$ cat src/verilog/irq_regs_pkg.sv
/*
 * Constants, field layouts and carrier types for the interrupt control and
 * status register slice.
 * Assumes an AHB-Lite bus of 32-bit data on one clock shared with the CPU
 * core and all interrupt sources.
 */
`default_nettype none
package irq_regs_pkg;
   // ************************************************************
   // Register byte addresses
   // ************************************************************
   localparam logic [7:0] CORE_CONTROL_ADDR = 8'h00;
   localparam logic [7:0] ALU_STATUS_ADDR = 8'h04;
   localparam logic [7:0] INT_CONTROL_ONE_ADDR = 8'h08;
   localparam logic [7:0] INT_CONTROL_TWO_ADDR = 8'h0c;
   localparam logic [7:0] FLAGS_ZERO_ADDR = 8'h10;
   localparam logic [7:0] FLAGS_ONE_ADDR = 8'h14;
   localparam logic [7:0] TRAP_STATUS_ADDR = 8'h18;
   localparam logic [7:0] TRAP_MASK_ADDR = 8'h1c;
   // ************************************************************
   // Field positions
   // ************************************************************
   localparam int PRIO_MSB_BIT = 3;
   localparam int PSV_BIT = 2;
   localparam int PRIO_FIELD_LO = 5;
   localparam int NEST_DIS_BIT = 15;
   localparam int ARITH_BIT = 4;
   localparam int ADDR_BIT = 3;
   localparam int STACK_BIT = 2;
   localparam int OSC_BIT = 1;
   localparam int ALT_VEC_BIT = 15;
   localparam int DEFER_BIT = 14;
   // ************************************************************
   // Write masks of implemented bits
   // ************************************************************
   localparam logic [15:0] INT_ONE_MASK = 16'h801e;
   localparam logic [15:0] INT_TWO_WMASK = 16'h801f;
   localparam logic [15:0] FLAGS_ZERO_MASK = 16'h7fff;
   localparam logic [15:0] FLAGS_ONE_MASK = 16'hff1f;
   localparam logic [15:0] ALU_PRIO_MASK = 16'h00e0;
   // ************************************************************
   // Reset values
   // ************************************************************
   localparam logic PSV_RESET = 1'b1;
   localparam logic [15:0] REG_RESET = 16'h0000;
   localparam logic [3:0] TRAP_RESET = 4'h0;
   // ************************************************************
   // Carriers
   // ************************************************************
   typedef struct packed {
      logic arith;
      logic addr;
      logic stack;
      logic osc;
   } trap_evt_type;
   typedef struct packed {
      logic [15:0] flags_zero;
      logic [15:0] flags_one;
   } req_evt_type;
endpackage
`default_nettype wire

$ cat src/verilog/irq_ctrl_status_regs.sv
/*
 * Interrupt control and status registers with an AHB-Lite slave port.
 * Assumes requests, trap events and core status arrive as one-cycle pulses
 * or levels from logic on mclk_i; the slave answers with no wait states.
 */
`timescale 1ns/1ns
`default_nettype none
module irq_ctrl_status_regs
   import irq_regs_pkg::*;
(
   // Clock and reset
   input wire logic mclk_i,
   input wire logic rst_i,
   // AHB-Lite slave
   input wire logic hsel_i,
   input wire logic [7:0] haddr_i,
   input wire logic [1:0] htrans_i,
   input wire logic hwrite_i,
   input wire logic [2:0] hsize_i,
   input wire logic hready_i,
   input wire logic [31:0] hwdata_i,
   output logic [31:0] hrdata_o,
   output logic hreadyout_o,
   output logic hresp_o,
   // Core side
   input wire logic prio_msb_set_i,
   input wire logic prio_msb_clr_i,
   input wire logic psv_i,
   input wire logic defer_active_i,
   input wire trap_evt_type trap_evt_i,
   input wire req_evt_type req_evt_i,
   output logic [3:0] cpu_prio_level_o,
   output logic nesting_disable_o,
   output logic alt_vector_select_o,
   output logic [4:0] ext_edge_polarity_o,
   output logic [15:0] request_flags_zero_o,
   output logic [15:0] request_flags_one_o,
   output logic trap_irq_o
);
   // ************************************************************
   // Bus address phase capture
   // ************************************************************
   logic wr_pend_ff;
   logic [7:0] wr_addr_ff;
   logic rd_go;
   logic wr_go;
   logic [15:0] wd;
   logic [15:0] rd_val;
   logic priority_level_msb_ff;
   logic program_space_view_ff;
   logic [2:0] priority_level_low_field_ff;
   logic nesting_disable_ff;
   logic [3:0] trap_flags_ff;
   logic [3:0] trap_mask_ff;
   logic alt_vector_select_ff;
   logic irq_defer_active_ff;
   logic [4:0] ext_edge_polarity_ff;
   logic [15:0] request_flags_zero_ff;
   logic [15:0] request_flags_one_ff;
   logic [31:0] hrdata_ff;
   logic trap_irq_ff;
   logic [3:0] trap_evt;
   logic xfer_ok;
   logic wr_core_ctl;
   logic wr_alu_stat;
   logic wr_ctl_one;
   logic wr_ctl_two;
   logic wr_flags_zero;
   logic wr_flags_one;
   logic wr_trap_stat;
   logic wr_trap_mask;
   logic [15:0] core_ctl_img;
   logic [15:0] alu_stat_img;
   logic [15:0] ctl_one_img;
   logic [15:0] ctl_two_img;
   logic [15:0] trap_stat_img;
   logic [15:0] trap_mask_img;
   logic hreadyout_ff;
   logic hresp_ff;

   function automatic logic hit(input logic [7:0] a, input logic [7:0] r);
      hit = (a == r);
   endfunction

   function automatic logic flag_next(input logic cur, input logic set,
                                      input logic wr, input logic d);
      flag_next = set | (wr ? d : cur);
   endfunction

   assign xfer_ok = hsel_i && hready_i && htrans_i[1];
   assign rd_go = xfer_ok && !hwrite_i;
   assign wr_go = wr_pend_ff;
   assign wd = hwdata_i[15:0];
   assign trap_evt = trap_evt_i;

   always_ff @(posedge mclk_i or posedge rst_i) begin
      if (rst_i) begin
         wr_pend_ff <= 1'b0;
         wr_addr_ff <= 8'h00;
      end else begin
         wr_pend_ff <= xfer_ok && hwrite_i;
         wr_addr_ff <= haddr_i;
      end
   end

   // ************************************************************
   // Write strobes, one per register, in the data phase
   // ************************************************************
   assign wr_core_ctl = wr_go && hit(wr_addr_ff, CORE_CONTROL_ADDR);
   assign wr_alu_stat = wr_go && hit(wr_addr_ff, ALU_STATUS_ADDR);
   assign wr_ctl_one = wr_go && hit(wr_addr_ff, INT_CONTROL_ONE_ADDR);
   assign wr_ctl_two = wr_go && hit(wr_addr_ff, INT_CONTROL_TWO_ADDR);
   assign wr_flags_zero = wr_go && hit(wr_addr_ff, FLAGS_ZERO_ADDR);
   assign wr_flags_one = wr_go && hit(wr_addr_ff, FLAGS_ONE_ADDR);
   assign wr_trap_stat = wr_go && hit(wr_addr_ff, TRAP_STATUS_ADDR);
   assign wr_trap_mask = wr_go && hit(wr_addr_ff, TRAP_MASK_ADDR);

   // ************************************************************
   // Bus response, never waits, always OKAY
   // ************************************************************
   always_ff @(posedge mclk_i or posedge rst_i) begin
      if (rst_i) begin
         hreadyout_ff <= 1'b1;
         hresp_ff <= 1'b0;
      end else begin
         hreadyout_ff <= 1'b1;
         hresp_ff <= 1'b0;
      end
   end

   // ************************************************************
   // Core control word and ALU status priority field
   // ************************************************************
   always_ff @(posedge mclk_i or posedge rst_i) begin
      if (rst_i) begin
         priority_level_msb_ff <= 1'b0;
      end else if (prio_msb_set_i) begin
         priority_level_msb_ff <= 1'b1;
      end else if (prio_msb_clr_i ||
                   (wr_core_ctl && !wd[PRIO_MSB_BIT])) begin
         priority_level_msb_ff <= 1'b0;
      end
   end

   always_ff @(posedge mclk_i or posedge rst_i) begin
      if (rst_i) begin
         program_space_view_ff <= PSV_RESET;
      end else begin
         program_space_view_ff <= psv_i;
      end
   end

   always_ff @(posedge mclk_i or posedge rst_i) begin
      if (rst_i) begin
         priority_level_low_field_ff <= 3'h0;
      end else if (wr_alu_stat && !nesting_disable_ff) begin
         priority_level_low_field_ff <= wd[PRIO_FIELD_LO +: 3];
      end
   end

   // ************************************************************
   // Interrupt control one
   // ************************************************************
   always_ff @(posedge mclk_i or posedge rst_i) begin
      if (rst_i) begin
         nesting_disable_ff <= 1'b0;
      end else if (wr_ctl_one) begin
         nesting_disable_ff <= wd[NEST_DIS_BIT];
      end
   end

   // Set wins over a software write in the same cycle
   generate
      for (genvar t = 0; t < 4; t++) begin : g_trap
         always_ff @(posedge mclk_i or posedge rst_i) begin
            if (rst_i) begin
               trap_flags_ff[t] <= TRAP_RESET[t];
            end else if (trap_evt[t]) begin
               trap_flags_ff[t] <= 1'b1;
            end else if (wr_ctl_one) begin
               trap_flags_ff[t] <= wd[OSC_BIT + t];
            end else if (wr_trap_stat && wd[t]) begin
               trap_flags_ff[t] <= 1'b0;
            end
         end
      end
   endgenerate

   always_ff @(posedge mclk_i or posedge rst_i) begin
      if (rst_i) begin
         trap_mask_ff <= TRAP_RESET;
      end else if (wr_trap_mask) begin
         trap_mask_ff <= wd[3:0];
      end
   end

   always_ff @(posedge mclk_i or posedge rst_i) begin
      if (rst_i) begin
         trap_irq_ff <= 1'b0;
      end else begin
         trap_irq_ff <= |(trap_flags_ff & trap_mask_ff);
      end
   end

   // ************************************************************
   // Interrupt control two
   // ************************************************************
   always_ff @(posedge mclk_i or posedge rst_i) begin
      if (rst_i) begin
         alt_vector_select_ff <= 1'b0;
         ext_edge_polarity_ff <= 5'h00;
      end else if (wr_ctl_two) begin
         alt_vector_select_ff <= wd[ALT_VEC_BIT];
         ext_edge_polarity_ff <= wd[4:0];
      end
   end

   always_ff @(posedge mclk_i or posedge rst_i) begin
      if (rst_i) begin
         irq_defer_active_ff <= 1'b0;
      end else begin
         irq_defer_active_ff <= defer_active_i;
      end
   end

   // ************************************************************
   // Request flags, set wins over clear
   // ************************************************************
   generate
      for (genvar b = 0; b < 16; b++) begin : g_flags
         always_ff @(posedge mclk_i or posedge rst_i) begin
            if (rst_i) begin
               request_flags_zero_ff[b] <= REG_RESET[b];
            end else begin
               request_flags_zero_ff[b] <= FLAGS_ZERO_MASK[b] &
                  flag_next(request_flags_zero_ff[b],
                            req_evt_i.flags_zero[b],
                            wr_flags_zero, wd[b]);
            end
         end

         always_ff @(posedge mclk_i or posedge rst_i) begin
            if (rst_i) begin
               request_flags_one_ff[b] <= REG_RESET[b];
            end else begin
               request_flags_one_ff[b] <= FLAGS_ONE_MASK[b] &
                  flag_next(request_flags_one_ff[b],
                            req_evt_i.flags_one[b],
                            wr_flags_one, wd[b]);
            end
         end
      end
   endgenerate

   // ************************************************************
   // Read images of the control registers
   // ************************************************************
   always_comb begin
      core_ctl_img = 16'h0000;
      core_ctl_img[PRIO_MSB_BIT] = priority_level_msb_ff;
      core_ctl_img[PSV_BIT] = program_space_view_ff;
   end

   always_comb begin
      alu_stat_img = 16'h0000;
      alu_stat_img[PRIO_FIELD_LO +: 3] = priority_level_low_field_ff;
   end

   always_comb begin
      ctl_one_img = 16'h0000;
      ctl_one_img[NEST_DIS_BIT] = nesting_disable_ff;
      ctl_one_img[ADDR_BIT+1:OSC_BIT] = trap_flags_ff;
   end

   always_comb begin
      ctl_two_img = 16'h0000;
      ctl_two_img[ALT_VEC_BIT] = alt_vector_select_ff;
      ctl_two_img[DEFER_BIT] = irq_defer_active_ff;
      ctl_two_img[4:0] = ext_edge_polarity_ff;
   end

   always_comb begin
      trap_stat_img = 16'h0000;
      trap_stat_img[3:0] = trap_flags_ff;
   end

   always_comb begin
      trap_mask_img = 16'h0000;
      trap_mask_img[3:0] = trap_mask_ff;
   end

   // ************************************************************
   // Read mux, unmapped reads zero
   // ************************************************************
   always_comb begin
      rd_val = 16'h0000;
      if (hit(haddr_i, CORE_CONTROL_ADDR)) begin
         rd_val = core_ctl_img;
      end else if (hit(haddr_i, ALU_STATUS_ADDR)) begin
         rd_val = alu_stat_img;
      end else if (hit(haddr_i, INT_CONTROL_ONE_ADDR)) begin
         rd_val = ctl_one_img;
      end else if (hit(haddr_i, INT_CONTROL_TWO_ADDR)) begin
         rd_val = ctl_two_img;
      end else if (hit(haddr_i, FLAGS_ZERO_ADDR)) begin
         rd_val = request_flags_zero_ff;
      end else if (hit(haddr_i, FLAGS_ONE_ADDR)) begin
         rd_val = request_flags_one_ff;
      end else if (hit(haddr_i, TRAP_STATUS_ADDR)) begin
         rd_val = trap_stat_img;
      end else if (hit(haddr_i, TRAP_MASK_ADDR)) begin
         rd_val = trap_mask_img;
      end
   end

   always_ff @(posedge mclk_i or posedge rst_i) begin
      if (rst_i) begin
         hrdata_ff <= 32'h0000_0000;
      end else if (rd_go) begin
         hrdata_ff <= {16'h0000, rd_val};
      end
   end

   // ************************************************************
   // Outputs
   // ************************************************************
   assign hrdata_o = hrdata_ff;
   assign hreadyout_o = hreadyout_ff;
   assign hresp_o = hresp_ff;
   assign cpu_prio_level_o = {priority_level_msb_ff,
                              priority_level_low_field_ff};
   assign nesting_disable_o = nesting_disable_ff;
   assign alt_vector_select_o = alt_vector_select_ff;
   assign ext_edge_polarity_o = ext_edge_polarity_ff;
   assign request_flags_zero_o = request_flags_zero_ff;
   assign request_flags_one_o = request_flags_one_ff;
   assign trap_irq_o = trap_irq_ff;
endmodule // irq_ctrl_status_regs
`default_nettype wire

$ cat config.mk
export PLATFORM = sky130hd
export DESIGN_NAME = irq_ctrl_status_regs
export DESIGN_NICKNAME = d
export VERILOG_FILES = /design/src/verilog/irq_regs_pkg.sv /design/src/verilog/irq_ctrl_status_regs.sv
export SDC_FILE = /design/constraint.sdc
export NUM_CORES = 1
export LEC_CHECK = 0
export ABC_AREA = 1
export BUFFER_PORTS_ARGS = -buffer_cell sky130_fd_sc_hd__buf_2
export CORE_MARGIN = 2
export CORE_UTILIZATION = 50
export DETAILED_ROUTE_END_ITERATION = 10
export PLACE_DENSITY = 0.85
export SYNTH_ARGS = -nofsm -noshare
export SYNTH_HDL_FRONTEND = slang
export SYNTH_SLANG_ARGS = --single-unit
$ cat constraint.sdc
create_clock -name mclk_i -period 4.36 [get_ports mclk_i]
set_input_delay 1.308 -clock mclk_i [delete_from_list [all_inputs] [get_ports mclk_i]]
set_output_delay 1.308 -clock mclk_i [all_outputs]
set_load 0.02 [all_outputs]
Word-level counts from Yosys, hierarchy flattened. Cells that the tools add are included.

Input bits: 90. Flip-flop bits (word level): 75.

Muxes and demuxes: 50. Equality and inequality tests: 14. Bitwise operators: 29. Reduce and logical (&&, ||, !) cells: 30.

Operators by type and width (number): $mux 16 (6); $eq 8x5->1 const B (8); $mux 1 (42); $eq 8x4->1 const B (4); $or 1x1->1 (28); $logic_and 1x1->1 (18); $eq 8x3->1 const B (2); $logic_not 8->1 (2); $reduce_bool 3->1 (4); $mux 4 (2); $and 4x4->4 (1); $reduce_or 4->1 (1); $logic_not 1->1 (3); $reduce_bool 2->1 (1); $logic_or 1x1->1 (1).

Longest topological paths before layout.
Word-level depth: 9. Mapped depth: 12. Mapped depth without buffers: 11.

Worst setup path after synthesis. No wires, ideal clock.

Kind: input -> register. Start: input haddr_i[0]. End: register hrdata_ff[3] (netlist: hrdata_o[3]). Stages: 11. Path buffers: 1. Setup slack: 2.027 ns. Data arrival time: 2.211 ns. Data required time: 4.238 ns. Cell sequence: inv_1 > nand2_4 > nor2_4 > nand2_2 > buf_6 > o21ai_0 > inv_1 > nand2_1 > nand2_1 > nand2_1 > a21oi_1.

Word-level cells in the longest chain between the ends: 9. Elaborated cells between the ends (all ways): 16.

RTL lines: start, declared (line irq_ctrl_status_regs.sv:16) `input wire logic [7:0] haddr_i,`; $eq 8x5->1 (line irq_ctrl_status_regs.sv:82) `hit = (a == r);`; $mux 4 (line irq_ctrl_status_regs.sv:311) `end else if (hit(haddr_i, TRAP_MASK_ADDR)) begin`; $mux 4 (line irq_ctrl_status_regs.sv:309) `end else if (hit(haddr_i, TRAP_STATUS_ADDR)) begin`; $mux 16 (line irq_ctrl_status_regs.sv:307) `end else if (hit(haddr_i, FLAGS_ONE_ADDR)) begin`; $mux 16 (line irq_ctrl_status_regs.sv:305) `end else if (hit(haddr_i, FLAGS_ZERO_ADDR)) begin`; $mux 16 (line irq_ctrl_status_regs.sv:303) `end else if (hit(haddr_i, INT_CONTROL_TWO_ADDR)) begin`; $mux 16 (line irq_ctrl_status_regs.sv:301) `end else if (hit(haddr_i, INT_CONTROL_ONE_ADDR)) begin`; $mux 16 (line irq_ctrl_status_regs.sv:299) `end else if (hit(haddr_i, ALU_STATUS_ADDR)) begin`; $mux 16 (*) (line irq_ctrl_status_regs.sv:297) `if (hit(haddr_i, CORE_CONTROL_ADDR)) begin`; end signal, assigned (line irq_ctrl_status_regs.sv:320) `hrdata_ff <= {16'h0000, rd_val};`; end, declared (line irq_ctrl_status_regs.sv:60) `logic [31:0] hrdata_ff;`.

Every way passes the cells marked *; elsewhere a longest branch is shown, timed or not. A chain may end at the register's enable or synchronous reset.

Final worst setup path.
Start: input haddr_i[5]. End: register hrdata_ff[3] (netlist: hrdata_o[3]).

The elaborated chain is that of the path after synthesis.

==> metrics.txt <==
io pins 168; multi-input logic area 1400 µm²; drt drc 0; Detail Placement HPWL 7.07 mm; number of synthesized register bits 75; CTS sink cnt 75; Final Max Tran Viols 0; crit-path max FO 14; Post-Route WL 9.38 mm; register area 1880 µm²; DR vias/cell 5.09; Crit Path Class input port to flip-flop; first-pass GRT wire length 14.0 mm; Setup crit start kind input port; Routed WL per cell 14.6 µm; port bufs 121; max-cap viol count 0; RSZ-0062 raised after global routing false; HP Class flip-flop to flip-flop; TritonRoute pass-1 iters 5; minimum clock period 2520 ps; period utilization 0.579; fillers 635; RePlAce Congestion 0.872; sequential area share after synthesis 0.514; peak supply drop 0.202 mV; critical path's top delay family simple AND/OR/NAND/NOR gates; htree depth 3; clk slew on worst S/H paths 90 ps; Die ar. 8010 µm²; setup tns final 0 ps; vias in the first global route 3040; endpoints failing setup 0; ANT nets after route 0; dpl cell area 4230 µm²; cts hold-fix bufs 0; ant diodes 0; Max stage delay on crit path 340 ps; final hold violation count 0; Leakage Power 2.30 nW; Post CTS Setup Buffer Count 0; CP dominant cell by count nand2_1; initial antenna violation count 0; EDFF count, synth 0; Worst R2R Setup Slack 2230 ps; CP Data Arrival Time 2800 ps; f_max 396 MHz; crit-path cells buf_2, inv_1, nand2_1, nor2_4, nand2_2, nand2_1, nor2_1, nand2_1, nand2_1, nand2_1, nand2_1, a21oi_1; Die Y 89.5 µm; Iteration-0 DRC Markers 179; Root Driver clkbuf_8; Clock Tree Buf Depth 2; gr ovfl total 0; Relative slew margins 0.368; Pwr Density 304 nW/µm²; Yosys warnings 0; CTS tree yes; clock latency on the worst-skew pair 350 ps; Syn-to-layout area delta 20.8%; final hold slack 489 ps; fraction of layout cells with a size suffix above 1 0.305; element type at the critical path end flip-flop; Distinct cells, synth 34; worst path bufs/invs 2; skew final 14.1 ps; required time worst endpoint 4630 ps; nets 629; Total Routing Usage GR 0.234; TritonCTS buffer count 9; slowest stage cell, crit path nor2_4; largest net degree at the start of global routing 43; mapped cell area 3650 µm²; row cnt 31; Core ar. 7180 µm²; fin area 4420 µm²; leading register cell type out of synthesis dfrtp_1; ys async rst share 1.00; via count 3275; DIE WIDTH 89.5 µm; status finished clean; measured slew at the worst slew-check pin 947 ps; Initial Utilization 0.509; cts repair resizes 0; synthesized area per cell 8.72 µm²; Cells after Synth 419
==> layout make-up <==
cell class	instances	share of cell area
sequential	75	0.425
multi-input combinational	278	0.318
timing repair buffer	123	0.143
inverter	52	0.0445
clock buffer	9	0.0281
tap	99	0.0281
clock inverter	7	0.0130
==> worst paths after layout <==
check	startpoint	endpoint	cells past startpoint
max	haddr_i[5]	hrdata_o[3]$_DFFE_PP0P_	12
max reg2reg	wr_addr_ff[5]$_DFF_PP0_	request_flags_one_o[4]$_DFF_PP0_	6
min in group asynchronous	rst_i	request_flags_zero_o[12]$_DFF_PP0_	2
max in group asynchronous	rst_i	program_space_view_ff$_DFF_PP1_	3
min	hrdata_o[0]$_DFFE_PP0P_	hrdata_o[0]$_DFFE_PP0P_	2
min reg2reg	hrdata_o[0]$_DFFE_PP0P_	hrdata_o[0]$_DFFE_PP0P_	2
==> synth_stat cells (4+ instances only) <==
cell type | n | share of area
a21oi_1 | 36 | 0.049
buf_4 | 25 | 0.051
buf_6 | 4 | 0.012
clkbuf_1 | 4 | 0.0041
dfrtp_1 | 74 | 0.51
inv_1 | 50 | 0.051
nand2_1 | 82 | 0.084
nand2_2 | 4 | 0.0068
nand3_1 | 25 | 0.034
nand3b_1 | 6 | 0.012
nor2_1 | 14 | 0.014
nor2_4 | 6 | 0.018
o211ai_1 | 5 | 0.010
o21ai_0 | 30 | 0.041
o21ai_1 | 17 | 0.023
o22ai_1 | 6 | 0.010
or2_2 | 4 | 0.0068
==> registers in the layout, summed over array words and instances (netlist names), 3 cells and up <==
signal and count:
hrdata_o 16, request_flags_zero_o 15, request_flags_one_o 13, priority_level_low_field_ff 3
ext_edge_polarity_o 5, ctl_one_img 4, wr_addr_ff 8, trap_mask_ff 4
==> logic make-up (layout without fill, tap and decap cells) <==
logic type,count (synthesis),after routing,share of synthesized area
flip-flops,75,75,0.514
buffers and inverters,86,191,0.123
multiplexers,1,1,0.00308
other,2,22,0.00205
AND/OR/NAND/NOR,156,156,0.214
AO/OA/AOI/OAI,99,99,0.144
==> where the power goes <==
group	switching [mW]	total, mW	internal [mW]
Combinational	0.0871	0.129	0.0422
Sequential	0.00917	0.718	0.708
Clock	0.280	0.495	0.215
Total	0.376	1.34	0.966
==> tightest hold or removal path: stages (launching register included) <==
cell	delay, ps
dfrtp_1	350
nand2_1	60
nand2_1	50
==> layer usage <==
layer	share of wire	wire length [µm]	GRT usage
met4	0.016	146	0.0733
met2	0.49	4590	0.401
met1	0.43	4060	0.300
met3	0.063	588	0.0462
met5	0	0	0
==> placed cells by master, fill, tap and decap left out, types with 9 or more instances in the layout <==
| master | n |
|---|---|
| a21oi_1 | 36 |
| buf_2 | 121 |
| clkbuf_8 | 9 |
| conb_1 | 22 |
| dfrtp_1 | 74 |
| inv_1 | 49 |
| nand2_1 | 82 |
| nand3_1 | 25 |
| nor2_1 | 14 |
| o21ai_0 | 30 |
| o21ai_1 | 17 |
==> per-stage QoR <==
step / util / std cells / power [mW] / worst slack, ps
global route: 0.615 / 643 / 1.40 / 1690
finish: 0.615 / 643 / 1.34 / 1840
floorplan: - / 439 / 0.819 / 1140
detailed placement: 0.590 / 627 / 0.861 / 1490
CTS: 0.615 / 643 / 1.36 / 1840
global placement: 0.590 / 627 / 0.857 / 1510
(Power assumes the default switching activity.)
